## src/include/tstc_pkg.sv

```systemverilog
// Constants, offsets and types shared by the timing source and time capture block.
// Assumes a 10 MHz system clock and a simple single-cycle register port.
package tstc_pkg;

  // ****************************************
  // Register offsets (byte addresses)
  // ****************************************
  localparam logic [5:0] OFS_DEMAND_TRIG = 6'h00;
  localparam logic [5:0] OFS_EVENT_TRIG = 6'h04;
  localparam logic [5:0] OFS_UNLOCK = 6'h08;
  localparam logic [5:0] OFS_CONTROL = 6'h10;
  localparam logic [5:0] OFS_INTSTAT = 6'h1C;
  localparam logic [5:0] OFS_MAJOR_LOAD = 6'h28;
  localparam logic [5:0] OFS_RTC_SYNC = 6'h2C;
  localparam logic [5:0] OFS_SNAP_BASE = 6'h30;
  localparam logic [5:0] OFS_SNAP_MASK = 6'h30;

  // ****************************************
  // Control and status field positions
  // ****************************************
  localparam int CTL_MODE_LSB = 0;
  localparam int CTL_CODE_LEVEL_SHIFTED_CODE_INPUT = 3;
  localparam int CTL_OSC_EXT = 4;
  localparam int CTL_DISC_EN = 5;
  localparam int CTL_JAM_EN = 6;
  localparam int CTL_EVT_EN = 7;
  localparam int CTL_EVT_PERIODIC = 8;
  localparam int CTL_EVT_FALLING = 9;
  localparam int CTL_LOCKOUT_EN = 10;
  localparam int CTL_WIDTH = 11;
  localparam int ST_EVENT = 0;
  localparam int ST_LOCKED = 8;
  localparam int ST_REF_OK = 9;
  localparam int ST_HELD = 10;
  localparam int ST_MODE_BAD = 11;
  localparam logic [CTL_WIDTH-1:0] CTL_RESET = 11'h000;

  // ****************************************
  // Timing source mode codes
  // ****************************************
  localparam logic [2:0] MODE_TCODE = 3'h0;
  localparam logic [2:0] MODE_FREE = 3'h1;
  localparam logic [2:0] MODE_EXT_PPS = 3'h2;
  localparam logic [2:0] MODE_RTC = 3'h3;
  localparam logic [2:0] MODE_GNSS = 3'h6;

  // ****************************************
  // Timing
  // ****************************************
  localparam int CLK_PERIOD_NS = 100;
  localparam int US_NS = 1000;
  localparam int CYC_PER_US = US_NS / CLK_PERIOD_NS;
  localparam int US_PER_SEC = 1000000;
  localparam logic [3:0] HNS_MAX = 4'(CYC_PER_US - 1);
  localparam logic [19:0] US_MAX = 20'(US_PER_SEC - 1);
  localparam logic [19:0] US_HALF = 20'(US_PER_SEC / 2);
  localparam logic [19:0] JAM_LIMIT_US = 20'h0_0064;
  localparam logic [1:0] MISS_LIMIT = 2'h2;
  localparam logic [15:0] TRIM_MID = 16'h8000;

  // Discipline loop states
  typedef enum logic [2:0] {
    DSC_IDLE = 3'b001,
    DSC_TRACK = 3'b010,
    DSC_LOCKED = 3'b100
  } tstc_dsc_t;

endpackage

```

## src/include/tstc_snap_if.sv

```systemverilog
// Carrier between the time keeper and the snapshot store.
// Assumes both ends run on the same clock.
`timescale 1ns/100ps
interface tstc_snap_if;
  logic cap_demand;
  logic cap_event;
  logic [31:0] now_a;
  logic [31:0] now_b;
  logic [1:0] rd_sel;
  logic [31:0] rd_data;
  modport ctrl(output cap_demand, cap_event, now_a, now_b, rd_sel, input rd_data);
  modport store(input cap_demand, cap_event, now_a, now_b, rd_sel, output rd_data);
endinterface

```

## src/hw/tstc_snap_store.sv

```systemverilog
// Snapshot store: two pairs of 32-bit time words and a registered read port.
// Assumes capture strobes are one-cycle pulses on the system clock.
`timescale 1ns/100ps
module tstc_snap_store
  import tstc_pkg::*;
(
  input wire logic clk,
  input wire logic rst_n,
  tstc_snap_if.store snap
);

  logic [31:0] demand_a;
  logic [31:0] demand_b;
  logic [31:0] event_a;
  logic [31:0] event_b;
  logic [31:0] next_rd_data;

  // ****************************************
  // Capture both words of a pair together
  // ****************************************
  always_ff @(posedge clk or negedge rst_n) begin
    if (!rst_n) begin
      demand_a <= 32'h0000_0000;
      demand_b <= 32'h0000_0000;
      event_a <= 32'h0000_0000;
      event_b <= 32'h0000_0000;
    end else begin
      if (snap.cap_demand) begin
        demand_a <= snap.now_a;
        demand_b <= snap.now_b;
      end
      if (snap.cap_event) begin
        event_a <= snap.now_a;
        event_b <= snap.now_b;
      end
    end
  end

  // Word select for the read port
  assign next_rd_data = (snap.rd_sel == 2'h0) ? demand_a :
                        (snap.rd_sel == 2'h1) ? demand_b :
                        (snap.rd_sel == 2'h2) ? event_a : event_b;

  // Registered read data
  always_ff @(posedge clk or negedge rst_n) begin
    if (!rst_n) begin
      snap.rd_data <= 32'h0000_0000;
    end else begin
      snap.rd_data <= next_rd_data;
    end
  end

endmodule // tstc_snap_store

```

## src/hw/tstc_top.sv

```systemverilog
// Timing source selection, oscillator disciplining, board time and snapshots.
// Assumes a 10 MHz MCLK and a same-clock register port from the bus logic.
`timescale 1ns/100ps
module tstc_top
  import tstc_pkg::*;
(
  input wire logic MCLK,
  input wire logic RESETN,
  input wire logic [5:0] REG_ADDR,
  input wire logic REG_RD,
  input wire logic REG_WR,
  input wire logic [31:0] REG_WDATA,
  output logic [31:0] REG_RDATA,
  input wire logic EVENT_IN,
  input wire logic PERIODIC_IN,
  input wire logic EXT_PPS,
  input wire logic RTC_PPS,
  input wire logic GNSS_PPS,
  input wire logic AM_CODE_ENV,
  input wire logic LEVEL_SHIFTED_CODE_INPUT,
  input wire logic CODE_FRAME_MARK,
  input wire logic [31:0] REF_MAJOR,
  input wire logic REF_MAJOR_VALID,
  output logic [15:0] OSC_TRIM,
  output logic OSC_SELECT_EXT,
  output logic RTC_LOAD,
  output logic [31:0] RTC_TIME
);

  // ****************************************
  // Declarations
  // ****************************************
  localparam int NPIN = 6;
  localparam int PIN_EVENT = 0;
  localparam int PIN_EXT = 1;
  localparam int PIN_RTC = 2;
  localparam int PIN_GNSS = 3;
  localparam int PIN_AM = 4;
  localparam int PIN_LEVEL_SHIFTED_CODE_INPUT = 5;

  tstc_snap_if snap();

  logic [NPIN-1:0] pin_raw;
  logic [NPIN-1:0] pin_s1;
  logic [NPIN-1:0] pin_s2;
  logic [NPIN-1:0] pin_s3;
  logic [NPIN-1:0] pin_rise;
  logic [NPIN-1:0] pin_fall;
  logic periodic_q;
  logic periodic_rise;

  logic [CTL_WIDTH-1:0] control;
  logic [2:0] mode;
  logic [3:0] hns;
  logic [19:0] us;
  logic [31:0] major;
  logic [3:0] next_hns;
  logic [19:0] next_us;
  logic [31:0] next_major;
  logic tick_us;
  logic epoch;

  logic ref_edge;
  logic code_rise;
  logic ref_mode;
  logic ref_ok;
  logic [1:0] miss;
  logic allowed;
  logic early;
  logic in_window;
  logic jam;
  tstc_dsc_t dsc;
  tstc_dsc_t next_dsc;
  logic [15:0] next_trim;

  logic acc;
  logic hit_demand;
  logic hit_event;
  logic hit_unlock;
  logic hit_control;
  logic hit_intstat;
  logic hit_major;
  logic hit_rtc;
  logic hit_snap;
  logic hw_edge;
  logic hw_cap;
  logic held;
  logic evt_flag;
  logic [31:0] status;
  logic [31:0] next_rdata;
  logic [31:0] rdata_q;
  logic snap_rd_q;

  // ****************************************
  // Pin synchronisers and edge detect
  // ****************************************
  assign pin_raw = {LEVEL_SHIFTED_CODE_INPUT, AM_CODE_ENV, GNSS_PPS, RTC_PPS,
                    EXT_PPS, EVENT_IN};

  // Two flops before use, third flop for edges; PERIODIC_IN gets one flop, its edge taken from the raw input
  always_ff @(posedge MCLK or negedge RESETN) begin
    if (!RESETN) begin
      pin_s1 <= '0;
      pin_s2 <= '0;
      pin_s3 <= '0;
      periodic_q <= 1'b0;
    end else begin
      pin_s1 <= pin_raw;
      pin_s2 <= pin_s1;
      pin_s3 <= pin_s2;
      periodic_q <= PERIODIC_IN;
    end
  end

  // Edge pulses
  assign pin_rise = pin_s2 & ~pin_s3;
  assign pin_fall = ~pin_s2 & pin_s3;
  assign periodic_rise = PERIODIC_IN & ~periodic_q;

  // ****************************************
  // Reference selection
  // ****************************************
  assign mode = control[CTL_MODE_LSB +: 3];
  // Code epoch from analog envelope or level-shifted form
  assign code_rise = control[CTL_CODE_LEVEL_SHIFTED_CODE_INPUT] ? pin_rise[PIN_LEVEL_SHIFTED_CODE_INPUT] :
                     pin_rise[PIN_AM];
  // Reference second pulse per mode; reserved codes give none
  assign ref_edge = (mode == MODE_TCODE) ? (code_rise & CODE_FRAME_MARK) :
                    (mode == MODE_EXT_PPS) ? pin_rise[PIN_EXT] :
                    (mode == MODE_RTC) ? pin_rise[PIN_RTC] :
                    (mode == MODE_GNSS) ? pin_rise[PIN_GNSS] :
                    1'b0;
  assign ref_mode = (mode == MODE_TCODE) || (mode == MODE_EXT_PPS) ||
                    (mode == MODE_RTC) || (mode == MODE_GNSS);
  assign allowed = ref_mode & ref_ok & control[CTL_DISC_EN];

  // ****************************************
  // Board time counters
  // ****************************************
  assign tick_us = (hns == HNS_MAX);
  assign epoch = tick_us & (us == US_MAX);
  assign early = (us < US_HALF);
  assign in_window = (us == 20'h0_0000) || (us == US_MAX);
  // Jam when phase is far off and jamming is enabled
  assign jam = ref_edge & ref_mode & control[CTL_JAM_EN] &
               (us > JAM_LIMIT_US) & (us < US_MAX - JAM_LIMIT_US);

  // Next minor time: free counting keeps going with no reference
  assign next_hns = (jam || tick_us) ? 4'h0 : hns + 4'h1;
  assign next_us = jam ? 20'h0_0000 :
                   epoch ? 20'h0_0000 :
                   tick_us ? us + 20'h0_0001 : us;

  // Next major time: host load, reference label, jam, rollover
  assign next_major =
    (REG_WR && hit_major) ? REG_WDATA :
    (ref_edge && REF_MAJOR_VALID &&
     ((mode == MODE_TCODE) || (mode == MODE_GNSS))) ? REF_MAJOR :
    (jam && !early) ? major + 32'h0000_0001 :
    epoch ? major + 32'h0000_0001 : major;

  // Time registers
  always_ff @(posedge MCLK or negedge RESETN) begin
    if (!RESETN) begin
      hns <= 4'h0;
      us <= 20'h0_0000;
      major <= 32'h0000_0000;
    end else begin
      hns <= next_hns;
      us <= next_us;
      major <= next_major;
    end
  end

  // ****************************************
  // Reference presence watch
  // ****************************************
  always_ff @(posedge MCLK or negedge RESETN) begin
    if (!RESETN) begin
      ref_ok <= 1'b0;
      miss <= 2'h0;
    end else if (ref_edge) begin
      ref_ok <= 1'b1;
      miss <= 2'h0;
    end else if (!ref_mode || miss == MISS_LIMIT) begin
      ref_ok <= 1'b0; // Flywheel on when the reference is lost
    end else if (epoch) begin
      miss <= miss + 2'h1;
    end
  end

  // ****************************************
  // Discipline loop
  // ****************************************
  always_comb begin
    next_dsc = dsc;
    case (dsc)
      DSC_IDLE: begin
        if (allowed) begin
          next_dsc = DSC_TRACK;
        end
      end
      DSC_TRACK: begin
        if (!allowed) begin
          next_dsc = DSC_IDLE;
        end else if (ref_edge && in_window) begin
          next_dsc = DSC_LOCKED;
        end
      end
      DSC_LOCKED: begin
        if (!allowed) begin
          next_dsc = DSC_IDLE;
        end else if (ref_edge && !in_window) begin
          next_dsc = DSC_TRACK;
        end
      end
      default: begin
        next_dsc = DSC_IDLE;
      end
    endcase
  end

  // Steer frequency by the sign of the phase error at each reference pulse
  assign next_trim = (dsc == DSC_IDLE || !ref_edge || us == 20'h0_0000) ? OSC_TRIM :
                     early ? OSC_TRIM - 16'h0001 : OSC_TRIM + 16'h0001;

  // Loop state and trim word; trim holds while idle
  always_ff @(posedge MCLK or negedge RESETN) begin
    if (!RESETN) begin
      dsc <= DSC_IDLE;
      OSC_TRIM <= TRIM_MID;
    end else begin
      dsc <= next_dsc;
      OSC_TRIM <= next_trim;
    end
  end

  // ****************************************
  // Register decode
  // ****************************************
  assign acc = REG_RD | REG_WR;
  assign hit_demand = acc && (REG_ADDR == OFS_DEMAND_TRIG);
  assign hit_event = acc && (REG_ADDR == OFS_EVENT_TRIG);
  assign hit_unlock = acc && (REG_ADDR == OFS_UNLOCK);
  assign hit_control = (REG_ADDR == OFS_CONTROL);
  assign hit_intstat = (REG_ADDR == OFS_INTSTAT);
  assign hit_major = (REG_ADDR == OFS_MAJOR_LOAD);
  assign hit_rtc = acc && (REG_ADDR == OFS_RTC_SYNC);
  assign hit_snap = (REG_ADDR & OFS_SNAP_MASK) == OFS_SNAP_BASE;

  // Control register
  always_ff @(posedge MCLK or negedge RESETN) begin
    if (!RESETN) begin
      control <= CTL_RESET;
    end else if (REG_WR && hit_control) begin
      control <= REG_WDATA[CTL_WIDTH-1:0];
    end
  end

  assign OSC_SELECT_EXT = control[CTL_OSC_EXT];

  // ****************************************
  // Event capture
  // ****************************************
  assign hw_edge = control[CTL_EVT_PERIODIC] ? periodic_rise :
                   control[CTL_EVT_FALLING] ? pin_fall[PIN_EVENT] :
                   pin_rise[PIN_EVENT];
  assign hw_cap = control[CTL_EVT_EN] & hw_edge &
                  ~(control[CTL_LOCKOUT_EN] & held);

  // Held flag and event status; a new capture wins over a clear
  always_ff @(posedge MCLK or negedge RESETN) begin
    if (!RESETN) begin
      held <= 1'b0;
      evt_flag <= 1'b0;
    end else begin
      held <= hw_cap | (held & ~hit_unlock);
      evt_flag <= hw_cap | (evt_flag & ~(REG_WR & hit_intstat &
                  REG_WDATA[ST_EVENT]));
    end
  end

  // ****************************************
  // Snapshot store
  // ****************************************
  assign snap.cap_demand = hit_demand;
  assign snap.cap_event = hit_event | hw_cap;
  assign snap.now_a = {8'h00, hns, us};
  assign snap.now_b = major;
  assign snap.rd_sel = REG_ADDR[3:2];

  tstc_snap_store u_store (
    .clk(MCLK),
    .rst_n(RESETN),
    .snap(snap.store)
  );

  // ****************************************
  // Real time clock load
  // ****************************************
  always_ff @(posedge MCLK or negedge RESETN) begin
    if (!RESETN) begin
      RTC_LOAD <= 1'b0;
      RTC_TIME <= 32'h0000_0000;
    end else begin
      RTC_LOAD <= hit_rtc;
      if (hit_rtc) begin
        RTC_TIME <= major;
      end
    end
  end

  // ****************************************
  // Read path
  // ****************************************
  always_comb begin
    status = 32'h0000_0000;
    status[ST_EVENT] = evt_flag;
    status[ST_LOCKED] = (dsc == DSC_LOCKED);
    status[ST_REF_OK] = ref_ok;
    status[ST_HELD] = held;
    status[ST_MODE_BAD] = ~ref_mode & (mode != MODE_FREE);
  end

  // Unmapped and write-only offsets read as zero
  assign next_rdata = hit_control ? {{(32 - CTL_WIDTH){1'b0}}, control} :
                      hit_intstat ? status : 32'h0000_0000;

  // Read data is registered, answered one cycle after the read
  always_ff @(posedge MCLK or negedge RESETN) begin
    if (!RESETN) begin
      rdata_q <= 32'h0000_0000;
      snap_rd_q <= 1'b0;
    end else begin
      rdata_q <= next_rdata;
      snap_rd_q <= REG_RD & hit_snap;
    end
  end

  // Snapshot words come straight from the store's read register
  assign REG_RDATA = snap_rd_q ? snap.rd_data : rdata_q;

endmodule // tstc_top

```

## config.mk

```make
export PLATFORM = sky130hd
export DESIGN_NAME = tstc_top
export DESIGN_NICKNAME = d
export VERILOG_FILES = /design/src/include/tstc_pkg.sv /design/src/include/tstc_snap_if.sv /design/src/hw/tstc_snap_store.sv /design/src/hw/tstc_top.sv
export SDC_FILE = /design/constraint.sdc
export NUM_CORES = 1
export LEC_CHECK = 0
export BUFFER_PORTS_ARGS = -buffer_cell sky130_fd_sc_hd__buf_2
export CELL_PAD_IN_SITES_DETAIL_PLACEMENT = 0
export CELL_PAD_IN_SITES_GLOBAL_PLACEMENT = 1
export CORE_ASPECT_RATIO = 1.5
export CORE_MARGIN = 3
export CORE_UTILIZATION = 48
export DETAILED_ROUTE_END_ITERATION = 10
export PLACE_DENSITY = 0.89
export RECOVER_POWER = 50
export SYNTH_ARGS = -nofsm -noshare
export SYNTH_HDL_FRONTEND = slang
export SYNTH_SLANG_ARGS = --single-unit
```

## constraint.sdc

```tcl
create_clock -name MCLK -period 4.95 [get_ports MCLK]
set_input_delay 0.495 -clock MCLK [delete_from_list [all_inputs] [get_ports MCLK]]
set_output_delay 0.495 -clock MCLK [all_outputs]
set_load 0.01 [all_outputs]
```

* Yosys cells after proc, flatten, opt, wreduce, memory -nomap -nowiden
Cells that the tools add are included. W data, S select, Z words.
Storage, ports and cells: register bits 300, bits of input ports 83
Cells by class: add/subtract/negate cells 6, $lt $le $gt $ge 3, eq/ne operators 23, multiplexer cells 33, bitwise operators 31, reductions and logical operators 34
Operators with widths (number):
- $mux W32 | 8
- $mux W20 | 3
- $add A32 B1 Y32 const B | 1
- $mux W12 | 2
- $add A20 B1 Y20 const B | 1
- $eq A20 B20 Y1 const B | 1
- $gt A20 B7 Y1 const B | 1
- $logic_not A20 Y1 | 1
- $lt A20 B19 Y1 const B | 1
- $lt A20 B20 Y1 const B | 1
- $and A1 B1 Y1 | 19
- $add A16 B1 Y16 const B | 1
- $mux W16 | 1
- $sub A16 B1 Y16 const B | 1
- $mux W3 | 5
- $eq A6 B5 Y1 const B | 2
- $eq A6 B6 Y1 const B | 2
- $logic_and A1 B1 Y1 | 11
- $eq A3 B2 Y1 const B | 3
- $logic_or A1 B1 Y1 | 9
- $mux W1 | 9
- $pmux W3 S3 | 1
- $and A6 B6 Y6 | 1
- $eq A2 B2 Y1 const B | 3
- 26 further kinds | 42

* Longest topological paths before layout
depth in word-level cells 14, depth in mapped cells 13

* Hierarchy
From an unflattened synthesis, not the netlist that was laid out.
Unflattened totals: cell total of the unflattened synthesis 1204, area total of the unflattened synthesis 15058.2 µm²
Modules (own cells, without submodules):
- tstc_top | instances 1, cells an instance 863, area each 8728.4 µm²
- tstc_snap_store | instances 1, cells an instance 341, area each 6329.8 µm²

* Worst setup path after synthesis
No wires, ideal clock.
kind reg2reg, start point register us[6], end point register OSC_TRIM[12], library setup time 0.125 ns, arrival 3.432 ns, required time 4.825 ns, setup slack 1.394 ns, cell stages (with the launch flop) 14, path buffers 1, path through dfrtp_1 clkbuf_1 o31a_1 o21ai_1 a21oi_1 inv_1 fa_1 a21o_1 a211oi_1 o21ai_0 a31oi_1 a21oi_1 xor2_1 mux2_2
Between the ends: word-level cells in the longest chain between the ends 2, elaborated cells on any way between the ends 4, classes of those cells order compare: 1; mux: 1; reduce/logical: 2
RTL lines:
- start, declared | RTL line tstc_top.sv:55 | logic [19:0] us;
- start signal, assigned | RTL line tstc_top.sv:170 | us <= next_us;
- $lt A20 B19 Y1 / $logic_not A20 Y1 (equally long branches) | RTL line tstc_top.sv:142, tstc_top.sv:224
- $mux W16 / $logic_or A1 B1 Y1 (equally long branches) | RTL line tstc_top.sv:225, tstc_top.sv:224
- end signal, assigned | RTL line tstc_top.sv:234 | OSC_TRIM <= next_trim;
- end, declared | RTL line tstc_top.sv:24 | output logic [15:0] OSC_TRIM,
Parallel ways exist; a longest one is shown, timed or not. A chain may end at the register's enable or synchronous reset.

* Final worst setup path
start point input port REG_ADDR[3], end point register RTC_TIME[21]
Between the ends: word-level cells in the longest chain between the ends 2
RTL lines:
- start, declared | RTL line tstc_top.sv:9 | input wire logic [5:0] REG_ADDR,
- $eq A6 B6 Y1 | RTL line tstc_top.sv:248 | assign hit_rtc = acc && (REG_ADDR == OFS_RTC_SYNC);
- $logic_and A1 B1 Y1 | RTL line tstc_top.sv:248
- end signal, assigned | RTL line tstc_top.sv:308 | RTC_TIME <= major;
- end, declared | RTL line tstc_top.sv:27 | output logic [31:0] RTC_TIME
Every way passes these cells.

==> results.toml <==
[clocking]
clk_latency_ps = 550
cts_buffer_depth = 3
cts_hold_buffers = 0
clock_tree.root_cell = "clkbuf_16"
cts.sinks = 300
ctsHtreeMaxLevel = 1
cts_resized = 0
clk_pin_slew_worst_paths_ps = 60
postCtsSetupRepairBufs = 0
cts_tree = "done"
cts_inserted_buffers = 29

[synthesis]
synthCells = 1170
synth_top_area_cell = "dfrtp_1"
synth_fp_nets = 1274
synth-async-reset-ratio = 1.00
synthSimpleGateAreaFrac = 0.114
synth_top_family_by_area = "multiplexers"
ys_ff_latch = 300
avgSynthCellArea_um2 = 12.3
synthFlopType = "dfrtp_1"
yosys.area_share.xor_xnor = 0.0316
synth.area.top_cells = "dfrtp_1 (52%), mux2_2 (14%), mux4_2 (3.7%)"
synth-compound-area-share = 0.0737
yosys-top-cells-count = "dfrtp_1 (298), mux2_2 (180), nand2_1 (67), nor2_1 (66), o21ai_0 (40)"
synth.top_cell.area_share = 0.517
synth.area.mux_share = 0.210
netlist_area_um2 = 14400
synth_cell_types = 82
yosysWarnings = 0
synth-edff-count = 0
yosysSeqAreaShare = 0.521
synth-adder-area-share = 0.0187
post-synth-top-count-cell = "dfrtp_1"

[global_routing]
grt_overflow_total = 0
grt_pass1_vias = 9822
grt_max_degree = 133
grt_pass1_wl_um = 53600
grtUsageTotal = 0.207
antenna_found_initial = 0

[pwr]
p_int_mw = 4.97
switchingPower_mw = 2.04
leakagePower_nw = 8.03
seqPwrFrac = 0.472
vdd_drop_max_mv = 0.250
power_density_nw_per_um2 = 425
p_clk_frac = 0.324
p_sw_frac = 0.291
power.total_mw = 7.01
combPwrFrac = 0.204

[place]
io_buffers = 164
hpwl_um = 23700
routabilityCongestion = 0.808
dp_slack_ps = 1290

[drt]
dr.pass1.iters = 4
wl_um = 33800
drt_iter0_markers = 461
wire_per_inst_um = 19.6
vias_per_cell = 5.63
post-route-drc-count = 0
postRouteAntennaNets = 0
dr_total_vias = 9720

[setup_path]
crit_top_cell = "clkbuf_1"
cpLargestDelayFamily = "buffers and inverters"
crit_fanout = 38
endpoint_kind = "flop"
slowest_delay_ps = 1880
cp.depth = 5
arrival_ps = 4290
path_class = "in -> reg"
required_ps = 5380
start_kind = "input pin"
crit_slowest_cell = "clkbuf_1"
path_cells = "clkbuf_1 -> clkbuf_1 -> nand2_1 -> nor2_4 -> mux2_2"
crit_buf_inv = 2
reg2regPathDepth = 12

[job]
drv_cap = 2

[floorplan]
num_rows = 77
ioPinCount = 165
die-height_um = 218
die_area_um2 = 32200
coreArea_um2 = 29600
die_w_um = 148
start_util = 0.488

[sta]
hold_viol = 0
worst_pin_slew_ps = 3270
slew_headroom = -1.18
max_freq_mhz = 259
finClkSkew_ps = 11.1
setup_viol = 0
period_share = 0.780
setup-tns-final_ps = 0
finalWorstSetupSlack_ps = 1090
min_period_ps = 3860
grt_setup_unrepaired = "false"
slew_violations = 171

[final_layout]
drive_above_1_share = 0.352
nFillCells = 2530
nets = 1412
synthToLayoutAreaGrowth_pct = 14.3
multiInputGateArea_um2 = 6500
seqCellArea_um2 = 7510
diodes = 0

[outcome]
violations = "capacitance limit, slew limit"
status = "complete, but fails checks"

[hold_path]
holdCritPathClass = "in -> reg"
hold_path_depth = 1
[power by group through the flow]
stage          Combinational [mW]  Sequential, mW  Clock [mW]
2_1_floorplan                1.08            3.19           0
3_3_place_gp                 1.39            3.33           0
3_5_place_dp                 1.44            3.36           0
4_1_cts                      1.45            3.31        2.32
5_1_grt                      1.59            3.37        2.41
6_report                     1.43            3.31        2.27
[through the flow]
step	utilization	std cells	cell area [um^2]	hold WS, ps
after detailed placement	0.525	1672	15500	338
after global routing	0.557	1725	16500	28.3
after floorplan	-	1170	14400	199
after CTS	0.558	1725	16500	30.8
final	0.557	1725	16500	50.3
after global placement	0.525	1672	15500	336
[area by class of cell]
cell class / instances / share of cell area
Timing Repair Buffer: 178 / 0.0559
Tap cell: 395 / 0.0300
Multi-Input combinational cell: 779 / 0.394
Clock inverter: 17 / 0.0107
Inverter: 20 / 0.00455
Sequential cell: 300 / 0.455
Clock buffer: 36 / 0.0493
[cell families after synthesis]
logic type / count (synthesis)
AOI/OAI and AO/OA: 149
xor gates and xnor gates: 52
adders and majority gates: 21
buffers and inverters: 91
DFF: 300
muxes: 246
and+or+nand+nor: 311
[flip-flops by register name, summed over array words and instances, names as in the netlist]
| name | cells |
|---|---|
| OSC_TRIM | 16 |
| RTC_LOAD | 1 |
| RTC_TIME | 32 |
| control | 11 |
| dsc | 3 |
| evt_flag | 1 |
| held | 1 |
| hns | 4 |
| major | 32 |
| miss | 2 |
| periodic_q | 1 |
| pin_s1 | 6 |
| pin_s2 | 6 |
| pin_s3 | 6 |
| rdata_q | 12 |
| ref_ok | 1 |
| snap_rd_q | 1 |
| u_store.demand_a | 24 |
| u_store.demand_b | 32 |
| u_store.event_a | 24 |
| u_store.event_b | 32 |
| u_store.snap.rd_data | 32 |
| us | 20 |
[metal layers]
metal / GRT usage / wire, um / vias up
met4: 0.0529 / 763 / 0
met3: 0.0243 / 1260 / 57
li1: - / - / 4491
met2: 0.384 / 18200 / 216
met1: 0.256 / 13600 / 4956
met5: 0 / 0 / -
[final timing paths]
kind / slack (ps) / start / endpoint
hold / removal: 50 / LEVEL_SHIFTED_CODE_INPUT / pin_s1[5]
hold reg to reg: 350 / pin_s1[5] / pin_s2[5]
setup reg to reg: 1240 / us[12] / OSC_TRIM[12]
setup / recovery: 1090 / REG_ADDR[3] / RTC_TIME[21]
max in group asynchronous: 1360 / RESETN / u_store.demand_b[4]
min in group asynchronous: 960 / RESETN / control[8]
[layout by cell type, fill, tap and decap left out, drive strengths merged, types with 7 or more instances in the layout]
master	n
dfrtp	298
mux2	188
buf	170
nand2	69
nor2	68
o21ai	47
clkbuf	44
mux2i	34
and2	32
xor2	28
a21oi	27
mux4	24
xnor2	24
and3	23
inv	23
nor3	22
nand3	21
ha	20
nand4	13
nor2b	12
o2111ai	10
clkinv	9
o211ai	8
nand2b	7
nor4	7
or3	7
(Power assumes the default switching activity.)
